$ cat src/design/drtid_cfg.svh
// Purpose: constants of the debug table identification register bank
// Assumes: 12-bit byte address inside one 4KB block, 32-bit words
// Notes: every offset is a byte address, word aligned
// Functional notes
// - bit 4 of device_config is 0 for dedicated debug bus, 1 with memory.
// - reporting flag 1 is deprecated; reporting 0 is always allowed.
// - entry format bits 3:0 read 0x0 or 0x1 only; 0x2 to 0xF never.
// - device_config is a read-only word at offset 0xFC8.
// - device_config_1 at 0xFC4 and device_config_2 at 0xFC0 read all zero.
// - device_type at 0xFCC reads subclass 0x0, class 0x0, upper bits zero.
// - integration_control at 0xF00 reads zero; functional mode only.
// - lock_access at 0xFB0 write-only, lock_status at 0xFB4; never locked.
// - eight peripheral id words; 5 to 7 zero, bits 31:8 of 0 to 4 zero.
// - bit 3 of peripheral id 2 reads 1, standard-body designer code.
// - size field bits 7:4 of peripheral id 4 reads 0x0, one 4KB block.
// - id words carry part number, designer code and revision constants.
// - format 0x0 means 32-bit table entries, 0x1 means 64-bit entries.
`ifndef DRTID_CFG_SVH
`define DRTID_CFG_SVH

`define DRTID_OFS_INTEG_CTRL 12'hF00
`define DRTID_OFS_LOCK_ACCESS 12'hFB0
`define DRTID_OFS_LOCK_STATUS 12'hFB4
`define DRTID_OFS_DEV_CFG_2 12'hFC0
`define DRTID_OFS_DEV_CFG_1 12'hFC4
`define DRTID_OFS_DEV_CFG 12'hFC8
`define DRTID_OFS_DEV_TYPE 12'hFCC
`define DRTID_OFS_PID_4 12'hFD0
`define DRTID_OFS_PID_0 12'hFE0

`define DRTID_SYSTEM_MEMORY_FLAG_BIT 4
`define DRTID_FMT_LSB 0
`define DRTID_FMT_32 4'h0
`define DRTID_FMT_64 4'h1
`define DRTID_TYPE_SUB 4'h0
`define DRTID_TYPE_MAJOR 4'h0
`define DRTID_PID_STD_BIT 3
`define DRTID_PID_SIZE 4'h0
`define DRTID_ZERO_WORD 32'h0000_0000

`endif

$ cat src/design/drtid_pkg.sv
// Purpose: types of the debug table identification register bank
// Assumes: constants live in drtid_cfg.svh
// Notes: one select code per decoded word, except that all eight peripheral id words share one code
package drtid_pkg;
  typedef enum logic [3:0] {
    DRTID_SEL_NONE,
    DRTID_SEL_INTEG_CTRL,
    DRTID_SEL_LOCK_ACCESS,
    DRTID_SEL_LOCK_STATUS,
    DRTID_SEL_DEV_CFG_2,
    DRTID_SEL_DEV_CFG_1,
    DRTID_SEL_DEV_CFG,
    DRTID_SEL_DEV_TYPE,
    DRTID_SEL_PID
  } drtid_sel_t;
endpackage

$ cat src/design/drtid_pid_words.sv
// Purpose: builds the eight peripheral identification words
// Assumes: all fields are constants; size and bit 3 of id 2 are fixed, the rest given by parameters
// Notes: word index n is peripheral id n
`timescale 1ns/10ps
`include "drtid_cfg.svh"
module drtid_pid_words #(
  // identification values below are arbitrary
  parameter logic [11:0] PART_NUMBER = 12'h5A5,
  parameter logic [6:0] DESIGNER_ID = 7'h3C,
  parameter logic [3:0] DESIGNER_CONT = 4'h0,
  parameter logic [3:0] REVISION = 4'h0,
  parameter logic [3:0] CUSTOMER_MOD = 4'h0,
  parameter logic [3:0] MINOR_REV_FIX = 4'h0
) (
  output logic [7:0][31:0] pid_word
);
  genvar gi;
  generate
    for (gi = 0; gi < 8; gi++) begin : g_word
      if (gi == 0) begin : g0
        assign pid_word[gi] = {24'h00_0000, PART_NUMBER[7:0]};
      end else if (gi == 1) begin : g1
        assign pid_word[gi] = {24'h00_0000, DESIGNER_ID[3:0], PART_NUMBER[11:8]};
      end else if (gi == 2) begin : g2
        assign pid_word[gi] = {24'h00_0000, REVISION, 1'b1, DESIGNER_ID[6:4]};
      end else if (gi == 3) begin : g3
        assign pid_word[gi] = {24'h00_0000, MINOR_REV_FIX, CUSTOMER_MOD};
      end else if (gi == 4) begin : g4
        assign pid_word[gi] = {24'h00_0000, `DRTID_PID_SIZE, DESIGNER_CONT};
      end else begin : gz
        assign pid_word[gi] = `DRTID_ZERO_WORD;
      end
    end
  endgenerate
endmodule

$ cat src/design/drtid_regs.sv
// Purpose: read-only identification register bank of a debug table block
// Assumes: plain register port, read data in the cycle after the strobe
// Notes: system memory flag and entry format are fixed by parameters
`timescale 1ns/10ps
`include "drtid_cfg.svh"
module drtid_regs #(
  parameter logic SYSTEM_MEMORY_FLAG_PRESENT = 1'b0,
  parameter logic [3:0] ENTRY_FORMAT = 4'h0,
  // identification values below are arbitrary
  parameter logic [11:0] PART_NUMBER = 12'h5A5,
  parameter logic [6:0] DESIGNER_ID = 7'h3C,
  parameter logic [3:0] DESIGNER_CONT = 4'h0,
  parameter logic [3:0] REVISION = 4'h0,
  parameter logic [3:0] CUSTOMER_MOD = 4'h0,
  parameter logic [3:0] MINOR_REV_FIX = 4'h0
) (
  input wire logic clk,
  input wire logic rst_n,
  input wire logic [11:0] addr,
  input wire logic [31:0] wdata,
  input wire logic wr_en,
  input wire logic rd_en,
  output logic [31:0] rdata,
  output logic system_memory_flag,
  output logic [3:0] entry_format,
  output logic entry_is_64
);
  logic [7:0][31:0] pid_word;
  logic [31:0] next_rdata;
  logic [31:0] dev_cfg_word;
  logic [3:0] fmt_legal;
  drtid_pkg::drtid_sel_t rd_sel;

  function automatic drtid_pkg::drtid_sel_t decode(input logic [11:0] a);
    logic [11:0] w;
    w = {a[11:2], 2'b00};
    if (w == `DRTID_OFS_INTEG_CTRL) begin
      decode = drtid_pkg::DRTID_SEL_INTEG_CTRL;
    end else if (w == `DRTID_OFS_LOCK_ACCESS) begin
      decode = drtid_pkg::DRTID_SEL_LOCK_ACCESS;
    end else if (w == `DRTID_OFS_LOCK_STATUS) begin
      decode = drtid_pkg::DRTID_SEL_LOCK_STATUS;
    end else if (w == `DRTID_OFS_DEV_CFG_2) begin
      decode = drtid_pkg::DRTID_SEL_DEV_CFG_2;
    end else if (w == `DRTID_OFS_DEV_CFG_1) begin
      decode = drtid_pkg::DRTID_SEL_DEV_CFG_1;
    end else if (w == `DRTID_OFS_DEV_CFG) begin
      decode = drtid_pkg::DRTID_SEL_DEV_CFG;
    end else if (w == `DRTID_OFS_DEV_TYPE) begin
      decode = drtid_pkg::DRTID_SEL_DEV_TYPE;
    end else if ({w[11:4], 4'h0} == `DRTID_OFS_PID_4 || {w[11:4], 4'h0} == `DRTID_OFS_PID_0) begin
      decode = drtid_pkg::DRTID_SEL_PID;
    end else begin
      decode = drtid_pkg::DRTID_SEL_NONE;
    end
  endfunction

  // maps 0xFD0..0xFDC to ids 4..7 and 0xFE0..0xFEC to ids 0..3
  function automatic logic [2:0] pid_index(input logic [11:0] a);
    pid_index = {a[4], a[3:2]};
  endfunction

  drtid_pid_words #(
    .PART_NUMBER(PART_NUMBER),
    .DESIGNER_ID(DESIGNER_ID),
    .DESIGNER_CONT(DESIGNER_CONT),
    .REVISION(REVISION),
    .CUSTOMER_MOD(CUSTOMER_MOD),
    .MINOR_REV_FIX(MINOR_REV_FIX)
  ) u_pid (
    .pid_word(pid_word)
  );

  assign fmt_legal = (ENTRY_FORMAT == `DRTID_FMT_64) ? `DRTID_FMT_64 : `DRTID_FMT_32;

  always_ff @(posedge clk or negedge rst_n) begin
    if (!rst_n) begin
      system_memory_flag <= 1'b0;
      entry_format <= `DRTID_FMT_32;
    end else begin
      system_memory_flag <= SYSTEM_MEMORY_FLAG_PRESENT;
      entry_format <= fmt_legal;
    end
  end

  always_ff @(posedge clk or negedge rst_n) begin
    if (!rst_n) begin
      entry_is_64 <= 1'b0;
    end else begin
      entry_is_64 <= (fmt_legal == `DRTID_FMT_64);
    end
  end

  always_comb begin
    dev_cfg_word = `DRTID_ZERO_WORD;
    dev_cfg_word[`DRTID_SYSTEM_MEMORY_FLAG_BIT] = system_memory_flag;
    dev_cfg_word[`DRTID_FMT_LSB +: 4] = entry_format;
  end

  assign rd_sel = decode(addr);

  always_comb begin
    next_rdata = `DRTID_ZERO_WORD;
    if (rd_en) begin
      unique case (rd_sel)
        drtid_pkg::DRTID_SEL_DEV_CFG: next_rdata = dev_cfg_word;
        drtid_pkg::DRTID_SEL_DEV_TYPE: next_rdata = {24'h00_0000, `DRTID_TYPE_SUB,
                                                     `DRTID_TYPE_MAJOR};
        drtid_pkg::DRTID_SEL_PID: next_rdata = pid_word[pid_index(addr)];
        drtid_pkg::DRTID_SEL_DEV_CFG_1,
        drtid_pkg::DRTID_SEL_DEV_CFG_2,
        drtid_pkg::DRTID_SEL_INTEG_CTRL,
        drtid_pkg::DRTID_SEL_LOCK_STATUS,
        drtid_pkg::DRTID_SEL_LOCK_ACCESS,
        drtid_pkg::DRTID_SEL_NONE: next_rdata = `DRTID_ZERO_WORD;
      endcase
    end
  end

  always_ff @(posedge clk or negedge rst_n) begin
    if (!rst_n) begin
      rdata <= `DRTID_ZERO_WORD;
    end else begin
      rdata <= next_rdata;
    end
  end

  logic unused_write;
  assign unused_write = wr_en ^ (^wdata);
endmodule

$ cat config.mk
export PLATFORM = sky130hd
export DESIGN_NAME = drtid_regs
export DESIGN_NICKNAME = d
export VERILOG_FILES = /design/src/design/drtid_pkg.sv /design/src/design/drtid_pid_words.sv /design/src/design/drtid_regs.sv
export VERILOG_INCLUDE_DIRS = /design/src /design/src/design
export SDC_FILE = /design/constraint.sdc
export NUM_CORES = 1
export LEC_CHECK = 0
export BUFFER_PORTS_ARGS = -buffer_cell sky130_fd_sc_hd__buf_2
export CORE_MARGIN = 1.5
export CORE_UTILIZATION = 44
export CTS_CLUSTER_SIZE = 20
export DETAILED_ROUTE_END_ITERATION = 12
export PLACE_DENSITY = 0.68
export RECOVER_POWER = 25
export SLEW_MARGIN = 20
export SYNTH_ARGS = -nofsm -noshare
export SYNTH_HDL_FRONTEND = slang
export SYNTH_HIERARCHICAL = 1
export SYNTH_SLANG_ARGS = --single-unit
$ cat constraint.sdc
create_clock -name clk -period 0.8 [get_ports clk]
set_input_delay 0.04 -clock clk [delete_from_list [all_inputs] [get_ports clk]]
set_output_delay 0.04 -clock clk [all_outputs]
set_load 0.01 [all_outputs]
# Word-level counts from Yosys, hierarchy flattened
# Memory sizes are Yosys's and may differ from the RTL's.
# Index checks and enable logic that the tools add are counted.
dict set report totals {
  reg_bits 32
  latchBits 0
  mem_bits_rw 0
  rom_bits 256
  input_bits 48
  out_inout_bits 38
  elab_cells 34
  n_memories 1
}
dict set report op_classes {
  addsub 0
  multipliers 0
  div 0
  magnitude_cmp 1
  n_eq_ne 17
  n_shift 0
  n_mux 11
  bitwise_logic 0
  reduce_logical 3
}
# name depth width read_ports rd_clocked_by_memory_dff wr line
set memory_table {}
lappend memory_table {{(no name shown)} 8 32 1 0 0 drtid_regs.sv:109} ;# drtid_pkg::DRTID_SEL_PID: next_rdata = pid_word[pid_index(addr)];
# cell n
set op_table {}
lappend op_table {{10-bit == test (second input constant)} 7}
lappend op_table {{32-bit 2-to-1 mux} 2}
lappend op_table {{32-bit case mux with 2 select lines} 1}
lappend op_table {{4-bit 2-to-1 mux} 8}
lappend op_table {{4-bit by 3-bit == test with 1-bit output (second input constant)} 4}
lappend op_table {{8-bit == test (second input constant)} 2}
lappend op_table {{4-bit by 2-bit == test with 1-bit output (second input constant)} 2}
lappend op_table {{8-bit OR reduction} 1}
lappend op_table {{4-bit by 1-bit == test with 1-bit output (second input constant)} 1}
lappend op_table {{4-bit == test (second input constant)} 1}
lappend op_table {{4-bit zero test} 1}
lappend op_table {{3-bit by 4-bit less-than comparator with 1-bit output (second input constant)} 1}
lappend op_table {{1-bit logical OR} 1}

# Depth between registers and ports, before layout
# Gate-level depths: netlist (run 1).
dict set report logic_depth {
  word_depth 14
  depth_mapped 5
  ltp_nobuf 3
}

# By module
# The synthesis (run 1) kept the hierarchy.
# mod instances cells_each area_each_um2 seq_area_each_um2
set by_module_without_submodules {}
lappend by_module_without_submodules {drtid_regs 1 196 2880.3 800.8}
lappend by_module_without_submodules {drtid_pid_words 1 258 1929.4 0.0}

# Worst setup path after synthesis (run 1)
# Ideal clock, no wire load.
dict set report synth_timing {
  path_type {input to register}
  from {input port addr[2]}
  to {register rdata[3]}
  setup_ns 0.132
  t_arrival_ns 1.078
  t_required_ns 0.668
  setup_slack_ns -0.410
  stages 5
  path_buffers 2
  path_cell_list {buf_6 -> buf_6 -> mux4_2 -> a22oi_1 -> nor2_1}
}
dict set report synth_between {
  elab_chain_len 12
  word_cells_on_any_way 28
  cone_classes {eq/ne (15); mux (10); reduce/logical (2); memory (1)}
}
# item line
set synth_lines {}
lappend synth_lines {{start, declared} drtid_regs.sv:19} ;# input wire logic [11:0] addr,
lappend synth_lines {{10-bit == test (no source line)} n/a}
lappend synth_lines {{4-bit 2-to-1 mux} drtid_regs.sv:49} ;# end else if (w == `DRTID_OFS_DEV_TYPE) begin
lappend synth_lines {{4-bit 2-to-1 mux} drtid_regs.sv:47} ;# end else if (w == `DRTID_OFS_DEV_CFG) begin
lappend synth_lines {{4-bit 2-to-1 mux} drtid_regs.sv:45} ;# end else if (w == `DRTID_OFS_DEV_CFG_1) begin
lappend synth_lines {{4-bit 2-to-1 mux} drtid_regs.sv:43} ;# end else if (w == `DRTID_OFS_DEV_CFG_2) begin
lappend synth_lines {{4-bit 2-to-1 mux} drtid_regs.sv:41} ;# end else if (w == `DRTID_OFS_LOCK_STATUS) begin
lappend synth_lines {{4-bit 2-to-1 mux} drtid_regs.sv:39} ;# end else if (w == `DRTID_OFS_LOCK_ACCESS) begin
lappend synth_lines {{4-bit 2-to-1 mux} drtid_regs.sv:37} ;# if (w == `DRTID_OFS_INTEG_CTRL) begin
lappend synth_lines {{4-bit by 3-bit == test with 1-bit output, or another cell as far along} drtid_regs.sv:105} ;# unique case (rd_sel)
lappend synth_lines {{8-bit OR reduction (no source line)} n/a}
lappend synth_lines {{32-bit case mux with 2 select lines (*)} drtid_regs.sv:105}
lappend synth_lines {{32-bit 2-to-1 mux (*)} drtid_regs.sv:104} ;# if (rd_en) begin
lappend synth_lines {{named net next_rdata[3]} drtid_regs.sv:29} ;# logic [31:0] next_rdata;
lappend synth_lines {{end signal, assigned} drtid_regs.sv:122} ;# rdata <= `DRTID_ZERO_WORD;
lappend synth_lines {{end signal, assigned} drtid_regs.sv:124} ;# rdata <= next_rdata;
lappend synth_lines {{end, declared} drtid_regs.sv:23} ;# output logic [31:0] rdata,
# The timed path passes the listed nets; every way through them passes the cells marked *. The select of a mux whose other input is x is not followed.

# Final worst setup path (run 1)
dict set report layout_timing {
  from {register rdata[5]}
  to {output port rdata[5]}
}
# No word-level cell between the ends.

==> results.cfg, run 1 <==
[placement]
dp_hpwl_mm = 4.610
gp_congestion = 0.6647
place_area_sq_um = 4213
dpl.cell_count = 623
pre_cts_ws_ps = -370.1
io_buffer_count = 44

[hold_path]
min_from = addr[11]
hp-class = in -> reg
holdPathEnd = rdata[1]
whs_path_depth = 4

[logic_synthesis]
avgSynthCellArea_sq_um = 10.59
synthTopCellsByArea = buf_4 41%, mux4_2 24%, dfrtp_1 17%
ys_seq_elements = 32
yosysSeqAreaShare_pct = 16.65
synthesis.area_sq_um = 4810
synth_top_area_share_pct = 40.89
yosys_warnings = 6
yosysUniqueCellTypes = 13
synth_cells = 454
yosys.area.top_type = buf_4

[pwr]
p_comb_share_pct = 29.2
clkPwrFrac_pct = 30.6
seqPwrFrac_pct = 40.2
swShare_pct = 29.08
cellPowerDensity_nw_per_um2 = 934.2
p_switching_mw = 1.172
power_leakage_nw = 2.214
intPower_mw = 2.859
peakVddDrop_mv = 0.5014

[drt]
wl_per_cell_microns = 9.759
wl_met1_mm = 2.379
drc = 0
antenna_left = 0
wirelength_mm = 6.158
top_layer = met4
drtIter0Drc = 42
via_per_inst = 3.853
num_vias = 2431
dr_wl_met2_mm = 3.482
dr_wl_met3_microns = 245
dr.pass1.iters = 4

[floorplan]
die_area_sq_um = 11570
core_sq_um = 10460
rows = 37
die_w_microns = 107.6
io_pins = 86
die_h_microns = 107.6
initial_core_util_pct = 45.97

[layout]
reg_top3 = rdata: 32 flops
final_util_pct = 41.25
largest_reg_flops = 32
layout_commonest_cell = conb_1
largest-register = rdata
fill_cells = 1068
final_cells = 631
n_antenna_cell = 0
layout_common_cells = 262 x conb_1, 51 x mux4_2, 40 x buf_2
final_area_sq_um = 4315
nets = 543
syn_to_final_growth_pct = -10.28
drive_gt1_share_pct = 24.44

[sta]
finalCritPeriodShare_pct = 110.5
report.final.setup_viol = 31
hold_viol = 0
rsz0062_at_grt = yes
clock.fmax_mhz = 1132
totalNegativeSetupSlack_ps = -930.0
slew_headroom_pct = 61.30
worstMarginPinSlew_ps = 580.4
slew_viol_final = 0
setup_slack_ps = -83.77
period_needed_ps = 883.8

[global_routing]
grt_max_degree = 35
track_usage_pct = 11.94
antenna_found_initial = 0
overflow = 0
grt_pass1_vias = 2467
grt_pass1_wl_mm = 10.67

[critical_path]
cp-end-kind = output port
slowest_delay_ps = 410
path_class = reg -> out
path_cells = buf_2
crit_path_top_delay_cell = dfrtp_1
path_buf_inv = 1
cp-start-kind = flip-flop
critPathMaxFanout = 1
cp-startpoint = rdata[5]
worst_ep_arrival_time_ps = 840
path_delay_family = flip-flops
cp.required_ps = 760

[clock_tree]
cts_setup_buffers = 0
cts_buffer_depth = 2
path_clk_slew_ps = 70
cts-root-buf = clkbuf_8
numCtsBuffers = 5
cts_tree = yes
clkSinkCount = 32
htreeDepth = 2

[status]
violations = setup timing
status = finished, violations left

[run]
cap_violations = 0
[Yosys cell counts]
library cell / n
buf_4: 262
nor2b_1: 2
buf_6: 7
and4_1: 1
buf_2: 5
a22oi_1: 32
mux4_1: 13
dfrtp_1: 32
nand4_1: 1
mux4_2: 51
nor2_1: 32
conb_1: 3
clkbuf_1: 13
[layer usage]
layer / vias up / track usage (%)
met2: 43 / 23.16
met3: 5 / 2.724
met4: 0 / 3.008
met5: - / 0
li1: 1163 / -
met1: 1220 / 12.95
[what timing repair did]
action,CTS,global route
resized for setup,1,4
hold buffers,1,0
endpoints found under the hold margin,32,0
endpoints found under the setup margin,39,37
[final cells by class]
class	instances	area, sq um	share of cell area, %
Clock inverter	2	12.51	0.2899
Multi-Input combinational cell	394	2872	66.54
Clock buffer	5	68.82	1.595
Timing Repair Buffer	62	391.6	9.075
Tap cell	136	170.2	3.943
Sequential cell	32	800.8	18.56
[power groups by stage]
stage	clock network [mW]	registers, mW	logic (mW)
2_1_floorplan	0	1.65	1.92
3_3_place_gp	0	1.65	1.10
3_5_place_dp	0	1.65	1.12
4_1_cts	1.28	1.62	1.12
5_1_grt	1.38	1.62	1.34
6_report	1.23	1.62	1.18
[cell families after synthesis]
kind of cell,count (synthesis),share of synthesized area [%]
buffers and inverters,287,44.07
AND/OR/NAND/NOR,36,3.070
other,3,0.2341
AO/OA/AOI/OAI,32,4.995
multiplexers,64,30.98
flip-flops,32,16.65
[how the worst max path moves through the flow]
stage / endpoint / slack, ps / cells past startpoint
2_1_floorplan: rdata[3] / -320 / 5
3_3_place_gp: rdata[2] / -320 / 4
3_5_place_dp: rdata[6] / -370 / 4
4_1_cts: rdata[5] / -100 / 1
5_1_grt: rdata[5] / -120 / 1
6_report: rdata[5] / -80 / 1
[per-stage QoR]
step | hold slack (ps) | total power [mW]
floorplan | -255.6 | 3.572
global placement | 14.46 | 2.757
detailed placement | 18.12 | 2.771
CTS | 172.9 | 4.025
global route | 181.5 | 4.338
finish | 177.1 | 4.031
Note: power is estimated with default switching activity, not from simulation.
==> run 2, diff against run 1 <==
--- a/config.mk
+++ b/config.mk
@@ -6,13 +6,12 @@
 export SDC_FILE = /design/constraint.sdc
 export NUM_CORES = 1
 export LEC_CHECK = 0
-export BUFFER_PORTS_ARGS = -buffer_cell sky130_fd_sc_hd__buf_2
+export BUFFER_PORTS_ARGS = -buffer_cell sky130_fd_sc_hd__buf_4
 export CORE_MARGIN = 1.5
 export CORE_UTILIZATION = 44
 export CTS_CLUSTER_SIZE = 20
 export DETAILED_ROUTE_END_ITERATION = 12
 export PLACE_DENSITY = 0.68
-export RECOVER_POWER = 25
 export SLEW_MARGIN = 20
 export SYNTH_ARGS = -nofsm -noshare
 export SYNTH_HDL_FRONTEND = slang
==> constraint.sdc (replaced) <==
create_clock -name clk -period 0.8 [get_ports clk]
set_input_delay 0.04 -clock clk [delete_from_list [all_inputs] [get_ports clk]]
set_output_delay 0.04 -clock clk [all_outputs]
set_load 0.005 [all_outputs]
==> run 2 against run 1 <==
- the run still ends with setup timing left
- clock power about the same
- maximum frequency grew 2.7%
- design area up 5.6%
- wire length is 1.2% lower
- first-iteration DRC count increased by 64%
- critical path depth stayed put
- worst hold slack better by 4.8 ps
- combinational power about the same
- core utilization rose by 2.3 points
- sequential cell count unchanged
- sequential power about the same
- via count decreased by 0.21%
==> results.cfg, run 2 (synthesis gave the netlist of run 1 again) <==
[pwr]
cellPowerDensity_nw_per_um2 = 885.3
peakVddDrop_mv = 0.5579
power_leakage_nw = 2.251

[sta]
hold_viol = 0
slew_headroom_pct = 55.55
whs_ps = 181.9
worstMarginPinSlew_ps = 666.7
rsz0062_at_grt = yes
report.final.setup_viol = 30
totalNegativeSetupSlack_ps = -792.6
slew_viol_final = 0
clock.fmax_mhz = 1162
setup_slack_ps = -60.69
finalCritPeriodShare_pct = 107.6
period_needed_ps = 860.7

[critical_path]
critPathMaxFanout = 1
slowest_delay_ps = 410
cp-start-kind = flip-flop
path_delay_family = flip-flops
path_class = reg -> out
path_buf_inv = 1
cp.required_ps = 760
crit_path_top_delay_cell = dfrtp_1
path_cells = buf_6
cp-end-kind = output port
worst_ep_arrival_time_ps = 820

[floorplan]
die_area_sq_um = 11570
rows = 37
die_w_microns = 107.6
die_h_microns = 107.6
initial_core_util_pct = 45.97
core_sq_um = 10460
io_pins = 86

[status]
violations = setup timing
status = finished, violations left

[placement]
gp_congestion = 0.6899
dp_hpwl_mm = 4.674
io_buffer_count = 44
pre_cts_ws_ps = -319.9
dpl.cell_count = 625
place_area_sq_um = 4323

[global_routing]
grt_pass1_vias = 2572
grt_max_degree = 40
grt_pass1_wl_mm = 10.49
overflow = 0
antenna_found_initial = 0
track_usage_pct = 11.64

[layout]
final_area_sq_um = 4557
layout_commonest_cell = conb_1
n_antenna_cell = 0
layout_common_cells = 262 x conb_1, 51 x mux4_2, 32 x nor2_1, 32 x buf_6, 32 x dfrtp_1
largest_reg_flops = 32
reg_top3 = rdata: 32 flops
final_cells = 633
nets = 545
syn_to_final_growth_pct = -5.255
largest-register = rdata
fill_cells = 1049
drive_gt1_share_pct = 25.15

[clock_tree]
cts-root-buf = clkbuf_8
clkSinkCount = 32
cts_buffer_depth = 2
htreeDepth = 2
numCtsBuffers = 5
cts_tree = yes
path_clk_slew_ps = 70

[drt]
dr.pass1.iters = 4
wirelength_mm = 6.082
wl_per_cell_microns = 9.608
via_per_inst = 3.833
drc = 0
drtIter0Drc = 69
antenna_left = 0
num_vias = 2426

[run]
cap_violations = 0

[hold_path]
hp-class = in -> reg
-- run 2: cell types whose count changed in the layout (fill, tap and decap cells not counted) --
cell,previous run,this run
buf_4,15,29
buf_2,40,0
clkbuf_4,2,0
buf_6,3,32
a22oi_2,0,2
a22oi_1,32,30
buf_8,0,1
-- run 2: power by group --
part	internal [mW]	switching, mW	leakage [nW]
sequential	1.62	0.00180	0.447
combinational	0.677	0.528	1.76
clock	0.589	0.619	0.0400
total	2.89	1.15	2.25
-- run 2: cell type report --
class / instances / area (sq um) / area share [%]
sequential: 32 / 800.8 / 17.57
timing repair buffer: 64 / 623.1 / 13.67
clock buffer: 5 / 68.82 / 1.510
clock inverter: 2 / 12.51 / 0.2746
multi-input combinational: 394 / 2882 / 63.23
tap: 136 / 170.2 / 3.734
-- run 2: path summary, 6_finish.rpt --
check,start,endpoint,slack [ps],cells past startpoint
worst max-delay path,rdata[5],rdata[5],-60,1
worst min-delay path,addr[11],rdata[6],180,4
max in group asynchronous,rst_n,rdata[0],260,2
min in group asynchronous,rst_n,rdata[24],230,2
-- run 2: worst min-delay path, delay by kind of cell --
| family | cells | cell delay, ps |
|---|---|---|
| buf+inv | 2 | 250 |
| simple gates | 2 | 150 |
-- run 2: timing repair --
| item | 4_1_cts | 5_1_grt |
|---|---|---|
| endpoints found under the setup margin | 34 | 36 |
| gates resized for setup | 34 | 3 |
| hold endpoints to repair | 32 | 0 |
| hold buffers | 1 | 0 |
| buffers inserted | 0 | 0 |
-- run 2: layer usage --
metal  vias to the layer above  part of all wire (%)  GRT usage (%)
met4                         0                   1.2          2.632
met5                         -                     0              0
met1                      1210                    37          11.76
met2                        41                    58          23.79
met3                         7                   3.9          2.542
li1                       1168                     -              -
-- run 2: stage by stage --
step / power, mW / utilization (%)
2_1_floorplan: 3.565 / -
3_3_place_gp: 2.760 / 41.32
3_5_place_dp: 2.774 / 41.32
4_1_cts: 4.012 / 43.42
5_1_grt: 4.325 / 43.55
6_report: 4.034 / 43.55
==> run 3, diff against run 2 <==
--- a/config.mk
+++ b/config.mk
@@ -6,12 +6,13 @@
 export SDC_FILE = /design/constraint.sdc
 export NUM_CORES = 1
 export LEC_CHECK = 0
+export ABC_AREA = 1
 export BUFFER_PORTS_ARGS = -buffer_cell sky130_fd_sc_hd__buf_4
 export CORE_MARGIN = 1.5
 export CORE_UTILIZATION = 44
 export CTS_CLUSTER_SIZE = 20
 export DETAILED_ROUTE_END_ITERATION = 12
-export PLACE_DENSITY = 0.68
+export PLACE_DENSITY = 0.67
 export SLEW_MARGIN = 20
 export SYNTH_ARGS = -nofsm -noshare
 export SYNTH_HDL_FRONTEND = slang
==> run 3 against run 2 <==
- the run still ends with setup timing left
- count of clock-buffer cells in the layout is 1 higher
- sequential power barely moved
- critical path depth stayed put
- clock power increased by 65%
==> results.cfg, run 3 <==
[status]
status = finished, violations left
violations = setup timing

[sta]
slew_viol_final = 0
rsz0062_at_grt = yes
finalCritPeriodShare_pct = 105.7
report.final.setup_viol = 27
period_needed_ps = 846.0
clock.fmax_mhz = 1182
hold_viol = 0
whs_ps = 257.7
setup_slack_ps = -45.98

[placement]
place_area_sq_um = 6095
gp_congestion = 0.7571
dp_hpwl_mm = 7.451
io_buffer_count = 44
dpl.cell_count = 1429

[clock_tree]
cts_tree = yes
cts_buffer_depth = 2
htreeDepth = 2
path_clk_slew_ps = 60
cts_setup_buffers = 0
clkSinkCount = 32
cts-root-buf = clkbuf_16
numCtsBuffers = 5

[logic_synthesis]
synth_cells = 1220
synth_most_common_cell = nand2_1
synth_common_cells = 516 x nand2_1, 263 x buf_4, 226 x inv_1, 98 x nor2_1
yosysUniqueCellTypes = 15
yosysSeqAreaShare_pct = 12.43
ys_seq_elements = 32
synth_ff_type = dfrtp_1
synthTopCellsByArea = buf_4 31%, nand2_1 30%, inv_1 13%
synthesis.area_sq_um = 6442
avgSynthCellArea_sq_um = 5.281
synthArstFlopShare_pct = 100.0
synth-edff-count = 0
synth_top_area_share_pct = 30.65
yosys_warnings = 6
yosys.area.top_type = buf_4

[critical_path]
cp.required_ps = 760
path_buf_inv = 1
crit_path_top_delay_cell = dfrtp_1
slowest_delay_ps = 400
worst_ep_arrival_time_ps = 810
cp-start-kind = flip-flop
path_class = reg -> out
critPathMaxFanout = 1
path_cells = buf_6
path_delay_family = flip-flops
cp-end-kind = output port

[global_routing]
grt_pass1_wl_mm = 19.01
overflow = 0
track_usage_pct = 15.23
grt_pass1_vias = 4296
grt_max_degree = 33
antenna_found_initial = 0

[drt]
wirelength_mm = 11.18
dr.pass1.iters = 4
drc = 0
wl_per_cell_microns = 7.750
drtIter0Drc = 211
via_per_inst = 3.466
num_vias = 4998
antenna_left = 0

[layout]
syn_to_final_growth_pct = 1.457
multi_input_area_sq_um = 3585
fill_cells = 1555
layout_common_cells = 516 x nand2_1, 262 x conb_1, 225 x inv_1
n_antenna_cell = 0
layout_commonest_cell = nand2_1
final_util_pct = 45.32
drive_gt1_share_pct = 7.472
final_area_sq_um = 6536
nets = 1305
largest_reg_flops = 32
reg_top3 = rdata: 32 flops
seq_area_sq_um = 800.8
largest-register = rdata
final_cells = 1442

[pwr]
p_comb_share_pct = 34.3
cellPowerDensity_nw_per_um2 = 845.3
peakVddDrop_mv = 0.6829
clkPwrFrac_pct = 36.3
intPower_mw = 3.587
total_power_mw = 5.525
p_switching_mw = 1.938
power_leakage_nw = 3.745
seqPwrFrac_pct = 29.4
swShare_pct = 35.07

[floorplan]
die_w_microns = 124.0
initial_core_util_pct = 44.67
io_pins = 86
die_h_microns = 124.0
die_area_sq_um = 15380
core_sq_um = 14420
rows = 44

[hold_path]
hp-class = in -> async

[run]
cap_violations = 0
## run 3: power by group through the flow
stage	Combinational [mW]	Sequential (mW)	Clock, mW
3_5_place_dp	1.77	1.65	0
6_report	1.89	1.63	2.00
3_3_place_gp	1.76	1.65	0
2_1_floorplan	2.31	1.65	0
5_1_grt	2.26	1.63	2.13
4_1_cts	1.78	1.63	2.07
## run 3: cell families (layout without fill, tap and decap cells)
family / Yosys count / count (layout) / share of synthesized area (%)
other: 3 / 262 / 0.1748
AND/OR/NAND/NOR: 649 / 649 / 39.77
XOR/XNOR: 1 / 1 / 0.1360
buffers and inverters: 535 / 314 / 47.48
flip-flops: 32 / 32 / 12.43
## run 3: per-layer routing
layer	up-vias	wire (microns)	GRT usage (%)
li1	2973	-	-
met1	1974	5616	19.33
met2	45	5226	27.49
met3	6	259	2.381
met4	0	73	2.628
met5	-	0	0
## run 3: layout make-up
| type | count | share of cell area, % |
|---|---|---|
| multi-input cells | 912 | 54.84 |
| repair buffers | 78 | 13.90 |
| inverters | 228 | 13.21 |
| flip-flops and latches | 32 | 12.25 |
| well taps | 184 | 3.522 |
| clock buffers | 6 | 2.125 |
| clock inverters | 2 | 0.1531 |
## run 3: worst paths after layout
check | startpoint | end | slack (ps) | cells after the start
max | rdata[8] | rdata[8] | -50 | 1
min | rst_n | rdata[14] | 260 | 2
max in group asynchronous | rst_n | rdata[1] | 220 | 2
min in group clk | addr[6] | rdata[26] | 330 | 6
## run 3: metrics by stage
stage,TNS [ps],setup WS (ps)
2_1_floorplan,0,18.60
5_1_grt,-1413,-69.36
3_5_place_dp,-9120,-331.0
3_3_place_gp,-8742,-325.4
4_1_cts,-860.9,-63.73
6_report,-514.8,-45.98
## run 3: timing repair
| item | 4_1_cts | 5_1_grt |
|---|---|---|
| pin swaps | 0 | 1 |
| gates resized for setup | 33 | 21 |
| hold buffers | 1 | 0 |
| setup endpoints to repair | 51 | 60 |
| gates cloned | 0 | 4 |
| hold endpoints to repair | 32 | 0 |
